$ cat src/ivp_pkg.sv
`default_nettype none
package ivp_pkg;
    // ****************************************
    // sizes
    // ****************************************
    localparam int NSRC     = 16;
    localparam int VEC_W    = 7;
    localparam int PRI_W    = 5;
    localparam int IDX_W    = 4;

    // ****************************************
    // flag and mask bit positions
    // ****************************************
    localparam int BIT_EXT0   = 0;
    localparam int BIT_WDOG   = 1;
    localparam int BIT_EXT2   = 2;
    localparam int BIT_TIMER  = 3;
    localparam int BIT_P0RX   = 4;
    localparam int BIT_P0TX   = 5;
    localparam int BIT_P2RX   = 6;
    localparam int BIT_P2TX   = 7;
    localparam int BIT_EXT3   = 8;
    localparam int BIT_HOST   = 9;
    localparam int BIT_P1RX   = 10;
    localparam int BIT_P1TX   = 11;
    localparam int BIT_DMA4   = 12;
    localparam int BIT_DMA5   = 13;

    // ****************************************
    // vector locations relative to vector base
    // ****************************************
    localparam logic [VEC_W-1:0] VEC_RESET = 7'h00;
    localparam logic [VEC_W-1:0] VEC_NMI   = 7'h04;
    localparam logic [VEC_W-1:0] VEC_RSV_LO = 7'h78;
    localparam logic [VEC_W-1:0] VEC_RSV_HI = 7'h7f;

    // vector and priority per flag bit; unused bits hold vector 00h and priority 1fh
    localparam logic [VEC_W-1:0] VEC_TAB [NSRC] = '{
        7'h40, 7'h44, 7'h48, 7'h4c, 7'h50, 7'h54, 7'h58, 7'h5c,
        7'h60, 7'h64, 7'h68, 7'h6c, 7'h70, 7'h74, 7'h00, 7'h00};
    localparam logic [PRI_W-1:0] PRI_TAB [NSRC] = '{
        5'h03, 5'h04, 5'h05, 5'h06, 5'h07, 5'h08, 5'h09, 5'h0a,
        5'h0b, 5'h0c, 5'h0d, 5'h0e, 5'h0f, 5'h10, 5'h1f, 5'h1f};
    localparam logic [PRI_W-1:0] PRI_RESET = 5'h01;
    localparam logic [PRI_W-1:0] PRI_NONE  = 5'h1f;

    // bits that exist in the flag and mask registers
    localparam logic [NSRC-1:0] IRQ_BITS = 16'h3fff;
    localparam logic [NSRC-1:0] FLAG_RST = 16'h0000;
    localparam logic [NSRC-1:0] MASK_RST = 16'h0000;

    typedef enum logic [1:0] {
        IVP_IDLE  = 2'b00,
        IVP_RESET = 2'b01,
        IVP_SERVE = 2'b10
    } ivp_state_e;
endpackage
`default_nettype wire

$ cat src/ivp_sel_if.sv
`default_nettype none
interface ivp_sel_if;
    import ivp_pkg::*;
    logic [NSRC-1:0]  active;
    logic             hit;
    logic [IDX_W-1:0] idx;
    modport src (output active, input hit, input idx);
    modport sel (input active, output hit, output idx);
endinterface
`default_nettype wire

$ cat src/ivp_prio_sel.sv
`default_nettype none
module ivp_prio_sel
    import ivp_pkg::*;
(
    ivp_sel_if.sel s
);
    // ****************************************
    // smallest priority number wins
    // ****************************************
    always_comb begin
        s.hit = 1'b0;
        s.idx = '0;
        // scan downward so the lowest bit (best priority) is left last
        for (int i = NSRC - 1; i >= 0; i--) begin
            if (s.active[i]) begin
                s.hit = 1'b1;
                s.idx = IDX_W'(i);
            end
        end
    end
endmodule
`default_nettype wire

$ cat src/ivp_top.sv
// Function
// - every source has a fixed relative vector and a fixed priority
// - each subsystem instantiates its own copy of this map
// - hard and soft reset vector to 00, priority 1, highest
// - port 0 receive vectors to 50h, priority 7
// - port 0 transmit vectors to 54h, priority 8
// - 58h priority 9 shared by port 2 receive and DMA 0
// - 5Ch priority 10 shared by port 2 second source and DMA 1
// - host port vectors to 64h priority 12, from host-to-core bit
// - 68h priority 13 shared by port 1 receive and DMA 2
// - 6Ch priority 14 shared by port 1 transmit and DMA 3
// - flag and mask bit 13 is DMA 5, bit 12 is DMA 4
// - bit 1 is watchdog, bit 3 timer; 1 means pending or enabled
`default_nettype none
module ivp_top
    import ivp_pkg::*;
(
    input  wire logic             clock,
    input  wire logic             resetn,
    input  wire logic             clk_en,
    input  wire logic             hard_reset_input,
    input  wire logic             soft_reset_trap,
    input  wire logic             ext0_irq,
    input  wire logic             watchdog_irq,
    input  wire logic             ext2_irq,
    input  wire logic             timer_irq,
    input  wire logic             port0_receive_irq,
    input  wire logic             port0_transmit_irq,
    input  wire logic             port2_receive_irq,
    input  wire logic             port2_second_irq,
    input  wire logic             ext3_irq,
    input  wire logic             host_to_core_irq_bit,
    input  wire logic             port1_receive_irq,
    input  wire logic             port1_transmit_irq,
    input  wire logic             dma_ch0_irq,
    input  wire logic             dma_ch1_irq,
    input  wire logic             dma_ch2_irq,
    input  wire logic             dma_ch3_irq,
    input  wire logic             dma_ch4_irq,
    input  wire logic             dma_ch5_irq,
    input  wire logic             mask_we,
    input  wire logic [NSRC-1:0]  mask_wdata,
    input  wire logic             flag_clr_we,
    input  wire logic [NSRC-1:0]  flag_clr_data,
    input  wire logic             global_en,
    input  wire logic             vec_ack,
    output logic [NSRC-1:0]       irq_flag_reg,
    output logic [NSRC-1:0]       irq_mask_reg,
    output logic                  vec_req,
    output logic [VEC_W-1:0]      vec_loc,
    output logic [PRI_W-1:0]      vec_pri,
    output logic                  vec_is_reset
);
    // ****************************************
    // pin synchronisers
    // ****************************************
    logic [NSRC-1:0] raw_src;
    logic [NSRC-1:0] sync1;
    logic [NSRC-1:0] sync2;
    logic [NSRC-1:0] src_q;
    logic [1:0]      rst1;
    logic [1:0]      rst2;

    always_comb begin
        raw_src                   = '0;
        raw_src[BIT_EXT0]         = ext0_irq;
        raw_src[BIT_WDOG]         = watchdog_irq;
        raw_src[BIT_EXT2]         = ext2_irq;
        raw_src[BIT_TIMER]        = timer_irq;
        raw_src[BIT_P0RX]         = port0_receive_irq;
        raw_src[BIT_P0TX]         = port0_transmit_irq;
        // shared vectors: either source of the pair sets the one bit
        raw_src[BIT_P2RX]  = port2_receive_irq | dma_ch0_irq;
        raw_src[BIT_P2TX]  = port2_second_irq | dma_ch1_irq;
        raw_src[BIT_EXT3]         = ext3_irq;
        raw_src[BIT_HOST]         = host_to_core_irq_bit;
        raw_src[BIT_P1RX]  = port1_receive_irq | dma_ch2_irq;
        raw_src[BIT_P1TX]  = port1_transmit_irq | dma_ch3_irq;
        raw_src[BIT_DMA4]         = dma_ch4_irq;
        raw_src[BIT_DMA5]         = dma_ch5_irq;
    end

    always_ff @(posedge clock or negedge resetn) begin
        if (!resetn) begin
            sync1 <= '0;
            sync2 <= '0;
            src_q <= '0;
            rst1  <= '0;
            rst2  <= '0;
        end else if (clk_en) begin
            sync1 <= raw_src;
            sync2 <= sync1;
            src_q <= sync2;
            rst1  <= {soft_reset_trap, hard_reset_input};
            rst2  <= rst1;
        end
    end

    // ****************************************
    // flag and mask registers
    // ****************************************
    logic [NSRC-1:0] rise;
    logic [NSRC-1:0] next_flag;
    logic [NSRC-1:0] next_mask;
    logic            take;
    logic [NSRC-1:0] take_bit;

    assign rise = sync2 & ~src_q & IRQ_BITS;

    always_comb begin
        next_flag = irq_flag_reg;
        next_mask = irq_mask_reg;
        if (flag_clr_we)
            next_flag = next_flag & ~flag_clr_data;
        if (take)
            next_flag = next_flag & ~take_bit;
        // a new edge beats a clear in the same cycle
        next_flag = (next_flag | rise) & IRQ_BITS;
        if (mask_we)
            next_mask = mask_wdata & IRQ_BITS;
    end

    always_ff @(posedge clock or negedge resetn) begin
        if (!resetn) begin
            irq_flag_reg <= FLAG_RST;
            irq_mask_reg <= MASK_RST;
        end else if (clk_en) begin
            irq_flag_reg <= next_flag;
            irq_mask_reg <= next_mask;
        end
    end

    // ****************************************
    // selection and vector issue
    // ****************************************
    ivp_sel_if sel_bus ();

    // one selector per subsystem instance of this module
    ivp_prio_sel u_sel (
        .s (sel_bus)
    );

    assign sel_bus.active = irq_flag_reg & irq_mask_reg &
                            {NSRC{global_en}};

    ivp_state_e       state;
    ivp_state_e       next_state;
    logic             next_req;
    logic [VEC_W-1:0] next_loc;
    logic [PRI_W-1:0] next_pri;
    logic             next_is_rst;
    logic             rst_hit;

    assign rst_hit = |rst2;

    always_comb begin
        next_state  = state;
        next_req    = vec_req;
        next_loc    = vec_loc;
        next_pri    = vec_pri;
        next_is_rst = vec_is_reset;
        take        = 1'b0;
        take_bit    = '0;
        unique case (state)
            IVP_IDLE: begin
                if (rst_hit) begin
                    // reset outranks everything
                    next_state  = IVP_RESET;
                    next_req    = 1'b1;
                    next_loc    = VEC_RESET;
                    next_pri    = PRI_RESET;
                    next_is_rst = 1'b1;
                end else if (sel_bus.hit) begin
                    next_state  = IVP_SERVE;
                    next_req    = 1'b1;
                    // fixed table lookup, never a reserved slot
                    next_loc    = VEC_TAB[sel_bus.idx];
                    next_pri    = PRI_TAB[sel_bus.idx];
                    next_is_rst = 1'b0;
                    take        = 1'b1;
                    take_bit    = NSRC'(1) << sel_bus.idx;
                end
            end
            IVP_RESET, IVP_SERVE: begin
                // request stands until the core fetches the vector
                if (vec_ack) begin
                    next_state  = IVP_IDLE;
                    next_req    = 1'b0;
                    next_pri    = PRI_NONE;
                    next_is_rst = 1'b0;
                end
            end
            default: begin
                next_state = IVP_IDLE;
                next_req   = 1'b0;
            end
        endcase
    end

    always_ff @(posedge clock or negedge resetn) begin
        if (!resetn) begin
            state        <= IVP_IDLE;
            vec_req      <= 1'b0;
            vec_loc      <= VEC_RESET;
            vec_pri      <= PRI_NONE;
            vec_is_reset <= 1'b0;
        end else if (clk_en) begin
            state        <= next_state;
            vec_req      <= next_req;
            vec_loc      <= next_loc;
            vec_pri      <= next_pri;
            vec_is_reset <= next_is_rst;
        end
    end
endmodule
`default_nettype wire

$ cat config.mk
export PLATFORM = sky130hd
export DESIGN_NAME = ivp_top
export DESIGN_NICKNAME = d
export VERILOG_FILES = /design/src/ivp_pkg.sv /design/src/ivp_sel_if.sv /design/src/ivp_prio_sel.sv /design/src/ivp_top.sv
export SDC_FILE = /design/constraint.sdc
export NUM_CORES = 1
export LEC_CHECK = 0
export BUFFER_PORTS_ARGS = -buffer_cell sky130_fd_sc_hd__clkbuf_2
export CAP_MARGIN = 40
export CORE_AREA = 2 2 107 109
export CTS_CLUSTER_DIAMETER = 30
export CTS_CLUSTER_SIZE = 8
export DETAILED_ROUTE_END_ITERATION = 6
export DIE_AREA = 0 0 109 111
export SLEW_MARGIN = 20
export SYNTH_ARGS = -nofsm -noshare
export SYNTH_HDL_FRONTEND = slang
export SYNTH_HIERARCHICAL = 1
export SYNTH_SLANG_ARGS = --single-unit
export TNS_END_PERCENT = 1
$ cat constraint.sdc
create_clock -name clock -period 3.1 [get_ports clock]
set_input_delay 0.62 -clock clock [delete_from_list [all_inputs] [get_ports clock]]
set_output_delay 0.62 -clock clock [all_outputs]
set_load 0.005 [all_outputs]
# Word-level counts from Yosys, hierarchy flattened

Memories as Yosys holds them, arrays and structs flattened.
Index checks and enable logic that the tools add are counted.

Logic and storage cells: 104
Memories: 2
Bits in registers: 90
Output and inout bits: 46
Bits of input ports: 59
Bits in read-only memories: 192

$lt $le $gt $ge: 1
Reduce and logical (&&, ||, !) cells: 9
Equal/unequal tests: 4
Bitwise operators: 14
Shifts and indexed selects: 1
Multiplexer cells: 61

Memory list:

| memory           | depth | width | rd ports | clocked after memory_dff | wr ports | RTL line       | text |
|---|---|---|---|---|---|---|---|
| (name not given) | 16    | 7     | 1        | 0                        | 0        | ivp_top.sv:177 | `next_loc = VEC_TAB[sel_bus.idx];` |
| (name not given) | 16    | 5     | 1        | 0                        | 0        | ivp_top.sv:178 | `next_pri = PRI_TAB[sel_bus.idx];` |

Operator list:

| kind                 | count |
|---|---|
| $mux 14              | 5 |
| $mux 4               | 16 |
| $and 14x14->14       | 4 |
| $not 14->14          | 3 |
| $mux 7               | 4 |
| $mux 5               | 5 |
| $mux 1               | 24 |
| $and 14x16->16       | 1 |
| $or 14x14->14        | 1 |
| $shl 1x4->14 const A | 1 |
| $pmux 5 s2           | 1 |
| $mux 2               | 3 |
| $reduce_and 3->1     | 2 |
| $ge 5x5->1 const B   | 1 |
| $not 4->5            | 1 |
| $or 1x1->1           | 4 |
| $pmux 1 s2           | 2 |
| $pmux 2 s2           | 1 |
| $reduce_and 4->1     | 1 |
| $reduce_bool 2->1    | 2 |
| $reduce_or 2->1      | 2 |
| $ne 3x3->1 const B   | 1 |
| $eq 2x1->1 const B   | 1 |
| $eq 2x2->1 const B   | 1 |
| other kinds (3)      | 3 |

# Depth between registers and ports, before layout

Gate-level depths: netlist of run 1.

Depth in word-level cells: 26
Mapped depth: 11
Gate-level depth less buffers: 10

# By module

Netlist of run 1, hierarchy kept.

By module, submodules not included:

| module       | cells an instance | seq. area each (um2) | times used | area an instance (um2) |
|---|---|---|---|---|
| ivp_top      | 347               | 2208.4               | 1          | 4086.4 |
| ivp_prio_sel | 33                | 0.0                  | 1          | 178.9 |

# Least setup slack after synthesis of run 1

Ideal clock, no wire load.

Path kind: in2reg
Start: input port global_en
End: register vec_pri[4]
Setup slack: 0.405 ns
Library setup time: 0.098 ns
Required time: 3.002 ns
Data arrival time: 2.597 ns
Cell stages on the path: 9
Cell sequence: clkbuf_1 and3_1 a21oi_1 o311a_2 o22ai_1 inv_1 ha_1 or3_1 o311ai_1

Elaborated cells on any way between the ends: 42
Classes of those cells: 1 x eq/ne; 37 x mux; 2 x bitwise; 1 x reduce/logical; 1 x memory

RTL lines:

| what                                       | RTL line           | text |
|---|---|---|
| start, declared                            | ivp_top.sv:45      | `input wire logic global_en,` |
| $and 14x16->16                             | ivp_top.sv:143     | `assign sel_bus.active = irq_flag_reg & irq_mask_reg &` |
| named net sel_bus.active[13]               | ivp_sel_if.sv:4    | `logic [NSRC-1:0] active;` |
| $mux 4 (14 in series)                      | ivp_prio_sel.sv:15 | `if (s.active[i]) begin` |
| named net sel_bus.idx[0]                   | ivp_sel_if.sv:6    | `logic [IDX_W-1:0] idx;` |
| $not 4->5 (not written as such)            | ivp_top.sv:178     |  |
| $mem_v2 16x5                               | -                  |  |
| $mux 5 (not written as such) (2 in series) | ivp_top.sv:178     |  |
| $mux 5                                     | ivp_top.sv:173     | `end else if (sel_bus.hit) begin` |
| $mux 5                                     | ivp_top.sv:166     | `if (rst_hit) begin` |
| $pmux 5 s2                                 | ivp_top.sv:164     | `unique case (state)` |
| end signal, assigned                       | ivp_top.sv:211     | `vec_pri <= next_pri;` |
| end, declared                              | ivp_top.sv:51      | `output logic [PRI_W-1:0] vec_pri,` |

The timed path passes the listed nets, and every way through them passes these cells. The select of a mux whose other input is x is not followed.
A chain may end at the register's enable or synchronous reset.

# Worst setup path after layout of run 1

Same ends and word-level chain as after synthesis.

==> results of run 1 <==
-- final timing paths --
| kind | endpoint |
|---|---|
| min reg2reg | vec_loc[6] |
| max | vec_pri[4] |
| max reg2reg | vec_pri[4] |
| max in group asynchronous | sync2[0] |
| min | sync1[13] |
| min in group clock | vec_loc[6] |
-- stage by stage --
stage | setup slack, ns | utilization [%] | total power (µW) | instance area (µm²) | hold slack (ns)
2_1_floorplan | 0.405 | - | 2130 | 4300 | 0.324
3_3_place_gp | 0.266 | 44.3 | 2480 | 4910 | 0.456
3_5_place_dp | 0.242 | 44.3 | 2520 | 4910 | 0.470
4_1_cts | 0.589 | 47.3 | 3710 | 5240 | 0.364
5_1_grt | 0.417 | 47.3 | 3890 | 5240 | 0.407
6_report | 0.552 | 47.3 | 3660 | 5240 | 0.338
-- per-layer routing --
layer	vias up	wire, µm
met4	0	193
met1	1518	4400
met5	-	0
met2	89	4420
met3	17	462
li1	1543	-
-- cell families after synthesis --
group / after synthesis / synth area share [%]
DFF: 88 / 51.8
AOI/OAI and AO/OA: 69 / 11.3
adders and majority gates: 7 / 2.05
and+or+nand+nor: 117 / 14.9
muxes: 60 / 15.7
other: 1 / 0.0879
buffers and inverters: 38 / 4.19
-- cell usage after synthesis (5+ instances only) --
library cell and instances:
sky130_fd_sc_hd__dfrtp_1 83, sky130_fd_sc_hd__inv_1 13, sky130_fd_sc_hd__nand2_1 30, sky130_fd_sc_hd__nor2b_1 8
sky130_fd_sc_hd__nand3_1 7, sky130_fd_sc_hd__a21oi_1 16, sky130_fd_sc_hd__nand2b_1 6, sky130_fd_sc_hd__o21ai_1 6
sky130_fd_sc_hd__buf_4 7, sky130_fd_sc_hd__mux2_2 28, sky130_fd_sc_hd__a31o_1 7, sky130_fd_sc_hd__dfstp_2 5
sky130_fd_sc_hd__mux2_1 28, sky130_fd_sc_hd__clkbuf_1 9, sky130_fd_sc_hd__nor2_1 21, sky130_fd_sc_hd__buf_2 8
sky130_fd_sc_hd__o21ai_0 10, sky130_fd_sc_hd__ha_1 7, sky130_fd_sc_hd__and3_1 17
-- cells in the final DEF (no fill, tap or decap), types with 3 or more instances in the layout --
| cell type | n |
|---|---|
| sky130_fd_sc_hd__mux2_1 | 28 |
| sky130_fd_sc_hd__nand3_1 | 7 |
| sky130_fd_sc_hd__clkbuf_16 | 9 |
| sky130_fd_sc_hd__ha_1 | 7 |
| sky130_fd_sc_hd__a21o_1 | 3 |
| sky130_fd_sc_hd__a32o_1 | 3 |
| sky130_fd_sc_hd__o211ai_1 | 4 |
| sky130_fd_sc_hd__a31o_1 | 7 |
| sky130_fd_sc_hd__inv_1 | 13 |
| sky130_fd_sc_hd__nor2b_1 | 8 |
| sky130_fd_sc_hd__dfrtp_1 | 83 |
| sky130_fd_sc_hd__a31oi_1 | 3 |
| sky130_fd_sc_hd__nor3_1 | 4 |
| sky130_fd_sc_hd__clkbuf_2 | 92 |
| sky130_fd_sc_hd__o21ai_0 | 10 |
| sky130_fd_sc_hd__nand2_1 | 30 |
| sky130_fd_sc_hd__nand3b_1 | 4 |
| sky130_fd_sc_hd__mux2_2 | 28 |
| sky130_fd_sc_hd__a21oi_1 | 16 |
| sky130_fd_sc_hd__buf_4 | 11 |
| sky130_fd_sc_hd__conb_1 | 10 |
| sky130_fd_sc_hd__dfstp_2 | 5 |
| sky130_fd_sc_hd__mux2i_1 | 4 |
| sky130_fd_sc_hd__o21ai_1 | 6 |
| sky130_fd_sc_hd__and3_1 | 17 |
| sky130_fd_sc_hd__nand2b_1 | 6 |
| sky130_fd_sc_hd__nand4_1 | 3 |
| sky130_fd_sc_hd__nor2_1 | 21 |
| sky130_fd_sc_hd__nand4b_1 | 3 |
| sky130_fd_sc_hd__and2_1 | 3 |
-- power groups by stage --
stage,Combinational (µW),Clock (µW),Sequential (µW)
final,943,1170,1550
after global routing,1070,1250,1580
after CTS,953,1200,1550
after detailed placement,947,0,1570
after global placement,921,0,1560
after floorplan,598,0,1530
-- layout make-up --
| class | instances | area (µm²) |
|---|---|---|
| Fill cell | 1026 | 5840 |
| Clock inverter | 7 | 101 |
| Clock buffer | 9 | 225 |
| Timing Repair Buffer | 104 | 563 |
| Sequential cell | 88 | 2210 |
| Multi-Input combinational cell | 263 | 1910 |
| Inverter | 13 | 48.8 |
| Tap cell | 143 | 179 |
==> run_summary.xml, run 1 <==
<?xml version="1.0" encoding="UTF-8"?>
<metrics>
  <group name="synthesis">
    <metric name="syn_inst" unit="">380</metric>
    <metric name="number_of_register_bits_inferred_by_synthesis" unit="">88</metric>
    <metric name="seq_area_frac_synth" unit="%">51.8</metric>
    <metric name="netlist_area" unit="µm²">4270</metric>
    <metric name="yosys_warnings" unit="">6</metric>
    <metric name="netlist.area_leader.share" unit="%">48.7</metric>
    <metric name="synthDominantAreaCellType" unit="">sky130_fd_sc_hd__dfrtp_1</metric>
    <metric name="syn_avg_cell_area" unit="µm²">11.2</metric>
    <metric name="yosys_most_used_dff" unit="">sky130_fd_sc_hd__dfrtp_1</metric>
    <metric name="synth_edf_count" unit="">0</metric>
    <metric name="ys_top_cells_by_area" unit="">sky130_fd_sc_hd__dfrtp_1 (49%), sky130_fd_sc_hd__mux2_1 (7.4%), sky130_fd_sc_hd__mux2_2 (7.4%)</metric>
    <metric name="async_flop_share" unit="%">100</metric>
    <metric name="synth.lib_cells_used.distinct" unit="">54</metric>
  </group>
  <group name="setup_path">
    <metric name="ff2ff_setup_slack" unit="ns">0.65</metric>
    <metric name="reg2regPathDepth" unit="">9</metric>
    <metric name="worst_path_max_delay_cell" unit="">sky130_fd_sc_hd__or3_1</metric>
    <metric name="timing.critical_path.slowest_cell_delay" unit="ns">0.39</metric>
    <metric name="cp_num_cells" unit="">10</metric>
    <metric name="worst-path-buf-inv" unit="">3</metric>
    <metric name="worstSetupStartpointType" unit="">primary input</metric>
    <metric name="path_max_fanout" unit="">14</metric>
    <metric name="r2r_start" unit="">irq_flag_reg[13]</metric>
    <metric name="critical_path_arrival" unit="ns">2.79</metric>
    <metric name="crit_path_end_kind" unit="">flip-flop</metric>
    <metric name="crit_type" unit="">primary input to flip-flop</metric>
    <metric name="worst_path_dominant_cell_family" unit="">compound AO/OA/AOI/OAI gates</metric>
    <metric name="crit_chain" unit="">clkbuf_2, and3_1, a21oi_1, o311a_2, o22ai_1, buf_4, inv_1, ha_1, or3_1, o311ai_1</metric>
    <metric name="worst_ep_required_time" unit="ns">3.34</metric>
    <metric name="worstSetupStartpoint" unit="">global_en</metric>
  </group>
  <group name="floorplanning">
    <metric name="initial_utilization" unit="%">38.5</metric>
    <metric name="die-area" unit="µm²">12100</metric>
    <metric name="die-width" unit="µm">109</metric>
    <metric name="floorplan.io_pins" unit="">105</metric>
    <metric name="placement_rows" unit="">39</metric>
    <metric name="die_h" unit="µm">111</metric>
    <metric name="floorplan.core_area" unit="µm²">11100</metric>
  </group>
  <group name="global_routing">
    <metric name="grt_overflow" unit="">0</metric>
    <metric name="largest_net_degree_at_the_start_of_global_routing" unit="">55</metric>
    <metric name="grt_busiest_layer" unit="">met2</metric>
    <metric name="groute.layer.met1.usage" unit="%">22.9</metric>
    <metric name="grt_pass1_wl" unit="mm">15.5</metric>
    <metric name="global_route.usage.met2" unit="%">24.9</metric>
    <metric name="grt_usage" unit="%">16.5</metric>
    <metric name="global_route.usage.met3" unit="%">2.88</metric>
    <metric name="antenna_found_initial" unit="">0</metric>
    <metric name="grt_pass1_vias" unit="">3155</metric>
  </group>
  <group name="timing">
    <metric name="finalCritPeriodShare" unit="%">82.2</metric>
    <metric name="finalWorstPathRequiredPeriod" unit="ns">2.55</metric>
    <metric name="finalClockSkew" unit="ns">0.00524</metric>
    <metric name="tightestPinTransition" unit="ns">0.715</metric>
    <metric name="rsz_0062_raised_after_global_routing" unit="">false</metric>
    <metric name="slew_violations" unit="">0</metric>
    <metric name="max-slew-margin-rel" unit="%">52.3</metric>
    <metric name="hold_viol_final" unit="">0</metric>
    <metric name="achievable_frequency" unit="MHz">392</metric>
    <metric name="setup_viol" unit="">0</metric>
    <metric name="fin_setup_tns" unit="ns">0</metric>
  </group>
  <group name="cts">
    <metric name="cts_root_buf" unit="">sky130_fd_sc_hd__clkbuf_16</metric>
    <metric name="clock_sinks" unit="">88</metric>
    <metric name="buffers_inserted_during_post_cts_setup_optimization" unit="">0</metric>
    <metric name="post_cts_resize_count" unit="">0</metric>
    <metric name="max-clock-path-buffers" unit="">2</metric>
    <metric name="clkTransAtPathRegs" unit="ns">0.06</metric>
    <metric name="cts_htree_levels" unit="">3</metric>
    <metric name="cts_tree" unit="">done</metric>
    <metric name="clock_latency" unit="ns">0.34</metric>
    <metric name="cts_inserted_buffers" unit="">9</metric>
    <metric name="post_cts_hold_buffer_count" unit="">0</metric>
  </group>
  <group name="routing">
    <metric name="drt-vias-per-instance" unit="">5.05</metric>
    <metric name="first_pass_iters" unit="">5</metric>
    <metric name="detailroute.via_count" unit="">3167</metric>
    <metric name="wirelength" unit="mm">9.47</metric>
    <metric name="antenna_violating_nets_post_route" unit="">0</metric>
    <metric name="route.detailed.wl_per_inst" unit="µm">15.1</metric>
    <metric name="drt_first_iter_violations" unit="">136</metric>
    <metric name="drt_drc_violations_left" unit="">0</metric>
  </group>
  <group name="pwr">
    <metric name="worst_ir_drop_vdd" unit="V">0.000291</metric>
    <metric name="combPwrFrac" unit="%">25.8</metric>
    <metric name="total_internal_power" unit="µW">2560</metric>
    <metric name="pwr-share-clk" unit="%">32.0</metric>
    <metric name="p_sw" unit="µW">1110</metric>
    <metric name="sequentialPowerShare" unit="%">42.2</metric>
    <metric name="power.density_cell_area" unit="nW/µm²">699</metric>
    <metric name="p_leak" unit="µW">0.00238</metric>
    <metric name="power.share.switching" unit="%">30.2</metric>
  </group>
  <group name="final_layout">
    <metric name="finish.cell_count_without_fillers" unit="">627</metric>
    <metric name="layout_cells_sized_above_1" unit="%">32.9</metric>
    <metric name="antenna_cells_inserted" unit="">0</metric>
    <metric name="syn2layout_area_growth" unit="%">22.8</metric>
    <metric name="nets" unit="">545</metric>
  </group>
  <group name="placement">
    <metric name="gpl.final_weighted_congestion" unit="">0.881</metric>
    <metric name="post-place-cells" unit="">611</metric>
    <metric name="place_hpwl" unit="mm">7.11</metric>
    <metric name="placement.io_buffers" unit="">94</metric>
  </group>
  <group name="min_path">
    <metric name="kind_of_path_behind_the_tightest_hold_check" unit="">primary input to async pin</metric>
  </group>
  <group name="flow_run">
    <metric name="maxCapViolations" unit="">0</metric>
  </group>
  <group name="status">
    <metric name="run_status" unit="">finished clean</metric>
  </group>
</metrics>
Note: power is estimated with default switching activity, not from simulation.
==> run 2, diff against run 1 <==
==> constraint.sdc (replaced) <==
create_clock -name clock -period 2.1 [get_ports clock]
set_input_delay 0.42 -clock clock [delete_from_list [all_inputs] [get_ports clock]]
set_output_delay 0.42 -clock clock [all_outputs]
set_load 0.005 [all_outputs]
==> run 2 against run 1 <==
  * The flow now finishes with violations (setup timing)
  * Wire length increased by 8.7%
  * Die area did not move
  * Register-to-register slack got worse by 0.77 ns
  * Sequential share of layout area shrank 3.9 points
  * Sequential power up 45%
  * Largest cell class unchanged
==> run_summary.xml, run 2 (same netlist as run 1, synthesis figures left out) <==
<?xml version="1.0" encoding="UTF-8"?>
<metrics>
  <group name="cts">
    <metric name="cts_inserted_buffers" unit="">9</metric>
    <metric name="clock_sinks" unit="">88</metric>
    <metric name="clock_latency" unit="ns">0.34</metric>
    <metric name="clkTransAtPathRegs" unit="ns">0.06</metric>
    <metric name="cts_htree_levels" unit="">3</metric>
    <metric name="cts_tree" unit="">done</metric>
    <metric name="cts_root_buf" unit="">sky130_fd_sc_hd__clkbuf_16</metric>
    <metric name="max-clock-path-buffers" unit="">2</metric>
  </group>
  <group name="min_path">
    <metric name="kind_of_path_behind_the_tightest_hold_check" unit="">primary input to flip-flop</metric>
    <metric name="holdPathStages" unit="">2</metric>
  </group>
  <group name="global_routing">
    <metric name="grt_pass1_vias" unit="">3334</metric>
    <metric name="grt_busiest_layer" unit="">met2</metric>
    <metric name="global_route.usage.met2" unit="%">27.3</metric>
    <metric name="groute.layer.met1.usage" unit="%">24.7</metric>
    <metric name="antenna_found_initial" unit="">0</metric>
    <metric name="grt_pass1_wl" unit="mm">16.7</metric>
    <metric name="grt_usage" unit="%">18.0</metric>
    <metric name="largest_net_degree_at_the_start_of_global_routing" unit="">61</metric>
    <metric name="global_route.usage.met3" unit="%">4.53</metric>
    <metric name="grt_overflow" unit="">0</metric>
  </group>
  <group name="pwr">
    <metric name="worst_ir_drop_vdd" unit="V">0.000524</metric>
    <metric name="power.density_cell_area" unit="nW/µm²">990</metric>
    <metric name="p_leak" unit="µW">0.00265</metric>
  </group>
  <group name="timing">
    <metric name="slew_violations" unit="">0</metric>
    <metric name="hold_viol_final" unit="">0</metric>
    <metric name="finalWorstPathRequiredPeriod" unit="ns">2.22</metric>
    <metric name="setup_viol" unit="">23</metric>
    <metric name="max-slew-margin-rel" unit="%">60.0</metric>
    <metric name="fin_ws" unit="ns">-0.124</metric>
    <metric name="rsz_0062_raised_after_global_routing" unit="">true</metric>
    <metric name="finalCritPeriodShare" unit="%">106</metric>
    <metric name="finalClockSkew" unit="ns">0.00656</metric>
    <metric name="tightestPinTransition" unit="ns">0.598</metric>
    <metric name="achievable_frequency" unit="MHz">450</metric>
  </group>
  <group name="status">
    <metric name="run_status" unit="">complete, but fails checks</metric>
    <metric name="violations" unit="">setup timing</metric>
  </group>
  <group name="routing">
    <metric name="drt_drc_violations_left" unit="">0</metric>
    <metric name="detailroute.via_count" unit="">3405</metric>
    <metric name="drt_first_iter_violations" unit="">148</metric>
    <metric name="route.detailed.wl_per_inst" unit="µm">15.2</metric>
    <metric name="wirelength" unit="mm">10.3</metric>
    <metric name="antenna_violating_nets_post_route" unit="">0</metric>
    <metric name="first_pass_iters" unit="">7</metric>
    <metric name="drt-vias-per-instance" unit="">5.01</metric>
  </group>
  <group name="setup_path">
    <metric name="crit_chain" unit="">and3_1, nor4_4, and3_4, nand4_1, buf_4, or3_1, a31oi_1, a21oi_1</metric>
    <metric name="worstSetupStartpointType" unit="">flip-flop</metric>
    <metric name="cp_num_cells" unit="">8</metric>
    <metric name="crit_path_end_kind" unit="">flip-flop</metric>
    <metric name="worst_path_dominant_cell_family" unit="">simple AND/OR/NAND/NOR gates</metric>
    <metric name="reg2regPathDepth" unit="">8</metric>
    <metric name="worst-path-buf-inv" unit="">1</metric>
    <metric name="path_max_fanout" unit="">4</metric>
    <metric name="timing.critical_path.slowest_cell_delay" unit="ns">0.40</metric>
    <metric name="critical_path_arrival" unit="ns">2.45</metric>
    <metric name="worst_ep_required_time" unit="ns">2.33</metric>
    <metric name="crit_type" unit="">flip-flop to flip-flop</metric>
    <metric name="worst_path_max_delay_cell" unit="">sky130_fd_sc_hd__dfrtp_1</metric>
  </group>
  <group name="floorplanning">
    <metric name="floorplan.core_area" unit="µm²">11100</metric>
    <metric name="die-area" unit="µm²">12100</metric>
    <metric name="die_h" unit="µm">111</metric>
    <metric name="floorplan.io_pins" unit="">105</metric>
    <metric name="initial_utilization" unit="%">38.5</metric>
    <metric name="placement_rows" unit="">39</metric>
    <metric name="die-width" unit="µm">109</metric>
  </group>
  <group name="placement">
    <metric name="placement.io_buffers" unit="">94</metric>
    <metric name="place_hpwl" unit="mm">7.72</metric>
    <metric name="gpl.final_weighted_congestion" unit="">0.808</metric>
    <metric name="placedInstanceArea" unit="µm²">5310</metric>
  </group>
  <group name="final_layout">
    <metric name="syn2layout_area_growth" unit="%">35.3</metric>
    <metric name="post-route-cell-area" unit="µm²">5770</metric>
    <metric name="antenna_cells_inserted" unit="">0</metric>
    <metric name="final_core_util" unit="%">52.1</metric>
    <metric name="layout_cells_sized_above_1" unit="%">42.7</metric>
    <metric name="final_cell_mix" unit="">sky130_fd_sc_hd__clkbuf_2 (92), sky130_fd_sc_hd__dfrtp_1 (83), sky130_fd_sc_hd__buf_4 (60), sky130_fd_sc_hd__nand2_1 (30)</metric>
    <metric name="num-fill-cells" unit="">973</metric>
    <metric name="mostFrequentLayoutCell" unit="">sky130_fd_sc_hd__clkbuf_2</metric>
    <metric name="nets" unit="">600</metric>
  </group>
  <group name="flow_run">
    <metric name="maxCapViolations" unit="">0</metric>
  </group>
</metrics>
[run 2: cell count changes in the layout (fill, tap and decap cells not counted), moves of 4 or more]
cell,previous run,this run
sky130_fd_sc_hd__o21ai_0,10,6
sky130_fd_sc_hd__and3_4,0,6
sky130_fd_sc_hd__o21ai_1,6,10
sky130_fd_sc_hd__and3_1,17,9
sky130_fd_sc_hd__buf_4,11,60
[run 2: per-stage QoR]
| step | instances | setup WS [ns] | power, µW | hold WS [ns] | setup TNS (ns) |
|---|---|---|---|---|---|
| 6_report | 679 | -0.124 | 5710 | 0.292 | -1.66 |
| 5_1_grt | 679 | -0.249 | 6070 | 0.282 | -3.94 |
| 4_1_cts | 678 | -0.0956 | 5750 | 0.278 | -0.945 |
| 3_5_place_dp | 659 | -0.405 | 4010 | 0.273 | -8.97 |
| 3_3_place_gp | 659 | -0.363 | 3960 | 0.275 | -8.14 |
| 2_1_floorplan | 389 | -0.220 | 3180 | 0.124 | -2.70 |
[run 2: worst reg2reg max path, cell delays in order (launching register included)]
cell and delay [ns]:
sky130_fd_sc_hd__dfrtp_1 0.40, sky130_fd_sc_hd__and3_1 0.24, sky130_fd_sc_hd__nor4_4 0.26, sky130_fd_sc_hd__and3_4 0.23, sky130_fd_sc_hd__nand4_1 0.22, sky130_fd_sc_hd__buf_4 0.24, sky130_fd_sc_hd__or3_1 0.30, sky130_fd_sc_hd__a31oi_1 0.17
sky130_fd_sc_hd__a21oi_1 0.06
[run 2: routing by layer]
metal,share of wire (%),up-vias
met5,0,-
met4,1.7,0
met3,5.9,14
met2,47,94
met1,46,1649
li1,-,1648
[run 2: cell type report]
type	count	area, µm²	area share [%]
flip-flops and latches	88	2210	38.3
well taps	143	179	3.10
clock inverters	4	72.6	1.26
repair buffers	159	1000	17.3
inverters	13	48.8	0.845
multi-input cells	263	2040	35.3
clock buffers	9	225	3.90
[run 2: power by group]
part | internal, µW | total, µW | switching [µW]
clock | 1020 | 1630 | 608
sequential | 2060 | 2250 | 194
combinational | 953 | 1840 | 885
[run 2: final timing paths]
| path | from | endpoint | slack [ns] |
|---|---|---|---|
| max in group asynchronous | resetn | vec_pri[1] | 1.07 |
| setup reg to reg | irq_mask_reg[8] | vec_req | -0.12 |
| min in group asynchronous | resetn | irq_mask_reg[7] | 0.46 |
| hold / removal | mask_wdata[5] | irq_mask_reg[5] | 0.29 |
| setup / recovery | irq_mask_reg[8] | vec_req | -0.12 |
| hold reg to reg | src_q[0] | src_q[0] | 0.48 |
[run 2: what timing repair did]
item / CTS / global route
setup endpoints to repair: 24 / 28
buffers inserted: 5 / 0
endpoints found under the hold margin: 9 / 0
pin swaps: 25 / 2
hold buffers: 1 / 0
resized for setup: 15 / 10
cloned: 0 / 1
==> run 3, diff against run 2 <==
--- a/config.mk
+++ b/config.mk
@@ -5,13 +5,15 @@
 export SDC_FILE = /design/constraint.sdc
 export NUM_CORES = 1
 export LEC_CHECK = 0
+export ABC_AREA = 1
 export BUFFER_PORTS_ARGS = -buffer_cell sky130_fd_sc_hd__clkbuf_2
 export CAP_MARGIN = 40
-export CORE_AREA = 2 2 107 109
+export CORE_AREA = 2 2 108 110
 export CTS_CLUSTER_DIAMETER = 30
 export CTS_CLUSTER_SIZE = 8
 export DETAILED_ROUTE_END_ITERATION = 6
-export DIE_AREA = 0 0 109 111
+export DIE_AREA = 0 0 110 112
+export PLACE_DENSITY_LB_ADDON = 0.1
 export SLEW_MARGIN = 20
 export SYNTH_ARGS = -nofsm -noshare
 export SYNTH_HDL_FRONTEND = slang
==> run 3 against run 2 <==
  * The flow still finishes with violations (setup timing)
  * Synthesized cell count grew 43%
  * Worst setup slack lost 0.062 ns
  * Non-clock buffer count down 23
  * Global-route usage rose by 0.31 points
  * First-iteration DRC count is 57% higher
  * Maximum frequency shrank 2.7%
  * Cell area down 2.3%
  * Sequential power about the same
  * Wire length grew 2.3%
  * Critical path type unchanged
  * Die area is 1.8% higher
  * Clock skew about the same
==> run_summary.xml, run 3 <==
<?xml version="1.0" encoding="UTF-8"?>
<metrics>
  <group name="routing">
    <metric name="drt-vias-per-instance" unit="">4.58</metric>
    <metric name="wirelength" unit="mm">10.5</metric>
    <metric name="drt_drc_violations_left" unit="">0</metric>
    <metric name="drt_first_iter_violations" unit="">233</metric>
    <metric name="route.detailed.wl_per_inst" unit="µm">12.9</metric>
    <metric name="first_pass_iters" unit="">4</metric>
    <metric name="antenna_violating_nets_post_route" unit="">0</metric>
    <metric name="detailroute.via_count" unit="">3754</metric>
  </group>
  <group name="setup_path">
    <metric name="worstSetupEndpoint" unit="">irq_flag_reg[10]</metric>
    <metric name="ff2ff_setup_slack" unit="ns">-0.19</metric>
    <metric name="r2r_start" unit="">irq_flag_reg[13]</metric>
    <metric name="worst_ep_required_time" unit="ns">2.32</metric>
    <metric name="worstSetupStartpointType" unit="">flip-flop</metric>
    <metric name="r2r-end" unit="">irq_flag_reg[10]</metric>
    <metric name="reg2regPathDepth" unit="">26</metric>
    <metric name="path_max_fanout" unit="">4</metric>
    <metric name="crit_path_end_kind" unit="">flip-flop</metric>
    <metric name="crit_type" unit="">flip-flop to flip-flop</metric>
    <metric name="critical_path_arrival" unit="ns">2.51</metric>
    <metric name="worstSetupStartpoint" unit="">irq_flag_reg[13]</metric>
  </group>
  <group name="synthesis">
    <metric name="top_cells_by_count_synth" unit="">sky130_fd_sc_hd__nand2_1 (235), sky130_fd_sc_hd__dfrtp_1 (83), sky130_fd_sc_hd__inv_1 (41)</metric>
    <metric name="netlist_area" unit="µm²">4330</metric>
    <metric name="syn_inst" unit="">543</metric>
    <metric name="yosys_most_used_dff" unit="">sky130_fd_sc_hd__dfrtp_1</metric>
    <metric name="netlist.area_leader.share" unit="%">47.9</metric>
    <metric name="async_flop_share" unit="%">100</metric>
    <metric name="yosys_warnings" unit="">6</metric>
    <metric name="most_frequent_cell_after_synthesis" unit="">sky130_fd_sc_hd__nand2_1</metric>
    <metric name="seq_area_frac_synth" unit="%">51.0</metric>
    <metric name="synth.lib_cells_used.distinct" unit="">28</metric>
    <metric name="syn_avg_cell_area" unit="µm²">7.98</metric>
    <metric name="number_of_register_bits_inferred_by_synthesis" unit="">88</metric>
    <metric name="synthDominantAreaCellType" unit="">sky130_fd_sc_hd__dfrtp_1</metric>
    <metric name="synth_edf_count" unit="">0</metric>
    <metric name="ys_top_cells_by_area" unit="">sky130_fd_sc_hd__dfrtp_1 (48%), sky130_fd_sc_hd__nand2_1 (20%), sky130_fd_sc_hd__mux2_2 (3.6%)</metric>
  </group>
  <group name="min_path">
    <metric name="kind_of_path_behind_the_tightest_hold_check" unit="">primary input to async pin</metric>
  </group>
  <group name="placement">
    <metric name="placedInstanceArea" unit="µm²">5250</metric>
    <metric name="place_worst_setup_slack" unit="ns">-0.423</metric>
    <metric name="gpl.final_weighted_congestion" unit="">0.860</metric>
    <metric name="placement.io_buffers" unit="">94</metric>
    <metric name="place_hpwl" unit="mm">7.82</metric>
  </group>
  <group name="global_routing">
    <metric name="grt_usage" unit="%">18.4</metric>
    <metric name="largest_net_degree_at_the_start_of_global_routing" unit="">73</metric>
    <metric name="grt_pass1_wl" unit="mm">17.4</metric>
    <metric name="antenna_found_initial" unit="">0</metric>
    <metric name="grt_pass1_vias" unit="">3612</metric>
    <metric name="grt_overflow" unit="">0</metric>
  </group>
  <group name="pwr">
    <metric name="power.density_cell_area" unit="nW/µm²">1060</metric>
    <metric name="total_power" unit="µW">6000</metric>
    <metric name="worst_ir_drop_vdd" unit="V">0.000423</metric>
    <metric name="p_leak" unit="µW">0.00303</metric>
  </group>
  <group name="cts">
    <metric name="cts_tree" unit="">done</metric>
    <metric name="cts_root_buf" unit="">sky130_fd_sc_hd__clkbuf_16</metric>
    <metric name="post_cts_hold_buffer_count" unit="">0</metric>
    <metric name="max-clock-path-buffers" unit="">2</metric>
    <metric name="clkTransAtPathRegs" unit="ns">0.06</metric>
    <metric name="clock_sinks" unit="">88</metric>
    <metric name="cts_inserted_buffers" unit="">9</metric>
    <metric name="cts_htree_levels" unit="">3</metric>
    <metric name="clock_latency" unit="ns">0.34</metric>
  </group>
  <group name="floorplanning">
    <metric name="die-area" unit="µm²">12300</metric>
    <metric name="die-width" unit="µm">110</metric>
    <metric name="floorplan.io_pins" unit="">105</metric>
    <metric name="initial_utilization" unit="%">38.8</metric>
    <metric name="floorplan.core_area" unit="µm²">11200</metric>
    <metric name="placement_rows" unit="">39</metric>
    <metric name="die_h" unit="µm">112</metric>
  </group>
  <group name="timing">
    <metric name="finalClockSkew" unit="ns">0.00697</metric>
    <metric name="hold_viol_final" unit="">0</metric>
    <metric name="finalWorstPathRequiredPeriod" unit="ns">2.29</metric>
    <metric name="achievable_frequency" unit="MHz">437</metric>
    <metric name="setup_viol" unit="">20</metric>
    <metric name="rsz_0062_raised_after_global_routing" unit="">true</metric>
    <metric name="fin_setup_tns" unit="ns">-2.05</metric>
    <metric name="fin_ws" unit="ns">-0.186</metric>
    <metric name="finalCritPeriodShare" unit="%">109</metric>
    <metric name="slew_violations" unit="">0</metric>
  </group>
  <group name="final_layout">
    <metric name="num-fill-cells" unit="">1146</metric>
    <metric name="nets" unit="">738</metric>
    <metric name="layout_cells_sized_above_1" unit="%">30.5</metric>
    <metric name="final_core_util" unit="%">50.5</metric>
    <metric name="mostFrequentLayoutCell" unit="">sky130_fd_sc_hd__nand2_1</metric>
    <metric name="final_cell_mix" unit="">sky130_fd_sc_hd__nand2_1 (231), sky130_fd_sc_hd__clkbuf_2 (93), sky130_fd_sc_hd__dfrtp_1 (83), sky130_fd_sc_hd__buf_4 (37), sky130_fd_sc_hd__inv_1 (36)</metric>
    <metric name="post-route-cell-area" unit="µm²">5640</metric>
    <metric name="syn2layout_area_growth" unit="%">30.2</metric>
    <metric name="antenna_cells_inserted" unit="">0</metric>
  </group>
  <group name="flow_run">
    <metric name="maxCapViolations" unit="">0</metric>
  </group>
  <group name="status">
    <metric name="violations" unit="">setup timing</metric>
    <metric name="run_status" unit="">complete, but fails checks</metric>
  </group>
</metrics>
## run 3: critical path, stage by stage (launching register included)
cell and delay, ns:
sky130_fd_sc_hd__dfrtp_1 0.38, sky130_fd_sc_hd__nand2_2 0.13, sky130_fd_sc_hd__nor2_4 0.05, sky130_fd_sc_hd__inv_2 0.06, sky130_fd_sc_hd__nand2_2 0.04, sky130_fd_sc_hd__nand2_1 0.05
sky130_fd_sc_hd__nand2_1 0.05, sky130_fd_sc_hd__nand2_1 0.05, sky130_fd_sc_hd__nand2_1 0.05, sky130_fd_sc_hd__nand2_1 0.05, sky130_fd_sc_hd__nand2_1 0.05, sky130_fd_sc_hd__nand2_1 0.05
sky130_fd_sc_hd__nand2_1 0.04, sky130_fd_sc_hd__nand2_1 0.05, sky130_fd_sc_hd__nand2_1 0.05, sky130_fd_sc_hd__nand2_2 0.07, sky130_fd_sc_hd__a21oi_4 0.07, sky130_fd_sc_hd__buf_6 0.13
sky130_fd_sc_hd__inv_6 0.08, sky130_fd_sc_hd__ha_4 0.14, sky130_fd_sc_hd__inv_2 0.04, sky130_fd_sc_hd__nor2_4 0.08, sky130_fd_sc_hd__nand4_1 0.11, sky130_fd_sc_hd__nand2_1 0.08
sky130_fd_sc_hd__nand2_1 0.07, sky130_fd_sc_hd__nand2_1 0.08, sky130_fd_sc_hd__nand2_1 0.05
## run 3: area by class of cell
cell class,count,area (µm²),area share (%)
repair buffers,136,855,15.1
multi-input cells,388,1910,33.9
well taps,143,179,3.17
clock buffers,11,243,4.30
flip-flops and latches,88,2210,39.1
clock inverters,4,52.6,0.931
inverters,49,194,3.44
## run 3: worst min-delay path by stage
stage / startpoint / endpoint / slack, ns / cells past startpoint
after floorplan: resetn / irq_flag_reg[0] / 0.12 / 0
after global placement: resetn / sync1[13] / 0.39 / 1
after detailed placement: resetn / sync1[13] / 0.40 / 1
after CTS: resetn / sync1[13] / 0.03 / 1
after global routing: resetn / sync1[13] / 0.05 / 1
final: resetn / sync1[13] / 0.02 / 1
## run 3: logic make-up (layout without fill, tap and decap cells)
group	after synthesis	count (layout)	synth area share, %
AND/OR/NAND/NOR	322	322	30.4
flip-flops	88	88	51.0
buffers and inverters	76	200	8.46
AO/OA/AOI/OAI	35	35	4.39
multiplexers	14	14	3.64
adder cells (fa/ha/maj)	7	7	2.02
other	1	10	0.0866
## run 3: timing repair
item | in CTS | in global routing
buffers inserted | 0 | 0
pin swaps | 16 | 11
resized for setup | 21 | 8
endpoints found under the setup margin | 21 | 25
## run 3: metal layers
| layer | GRT usage, % | vias to the layer above | part of all wire (%) |
|---|---|---|---|
| li1 | - | 1943 | - |
| met5 | 0 | - | 0 |
| met3 | 4.16 | 19 | 5.7 |
| met2 | 27.5 | 101 | 45 |
| met4 | 6.84 | 0 | 2.0 |
| met1 | 25.8 | 1691 | 47 |
## run 3: power breakdown
part	internal, µW	total [µW]	leakage (µW)	switching, µW
logic	941	2120	0.00182	1170
clock network	953	1610	0.000146	662
registers	2070	2270	0.00106	202
## run 3: per-stage QoR
| step | std cells | hold slack [ns] |
|---|---|---|
| after floorplan | 552 | 0.124 |
| after global placement | 804 | 0.391 |
| after detailed placement | 804 | 0.398 |
| after CTS | 819 | 0.0320 |
| after global routing | 819 | 0.0489 |
| final | 819 | 0.0185 |
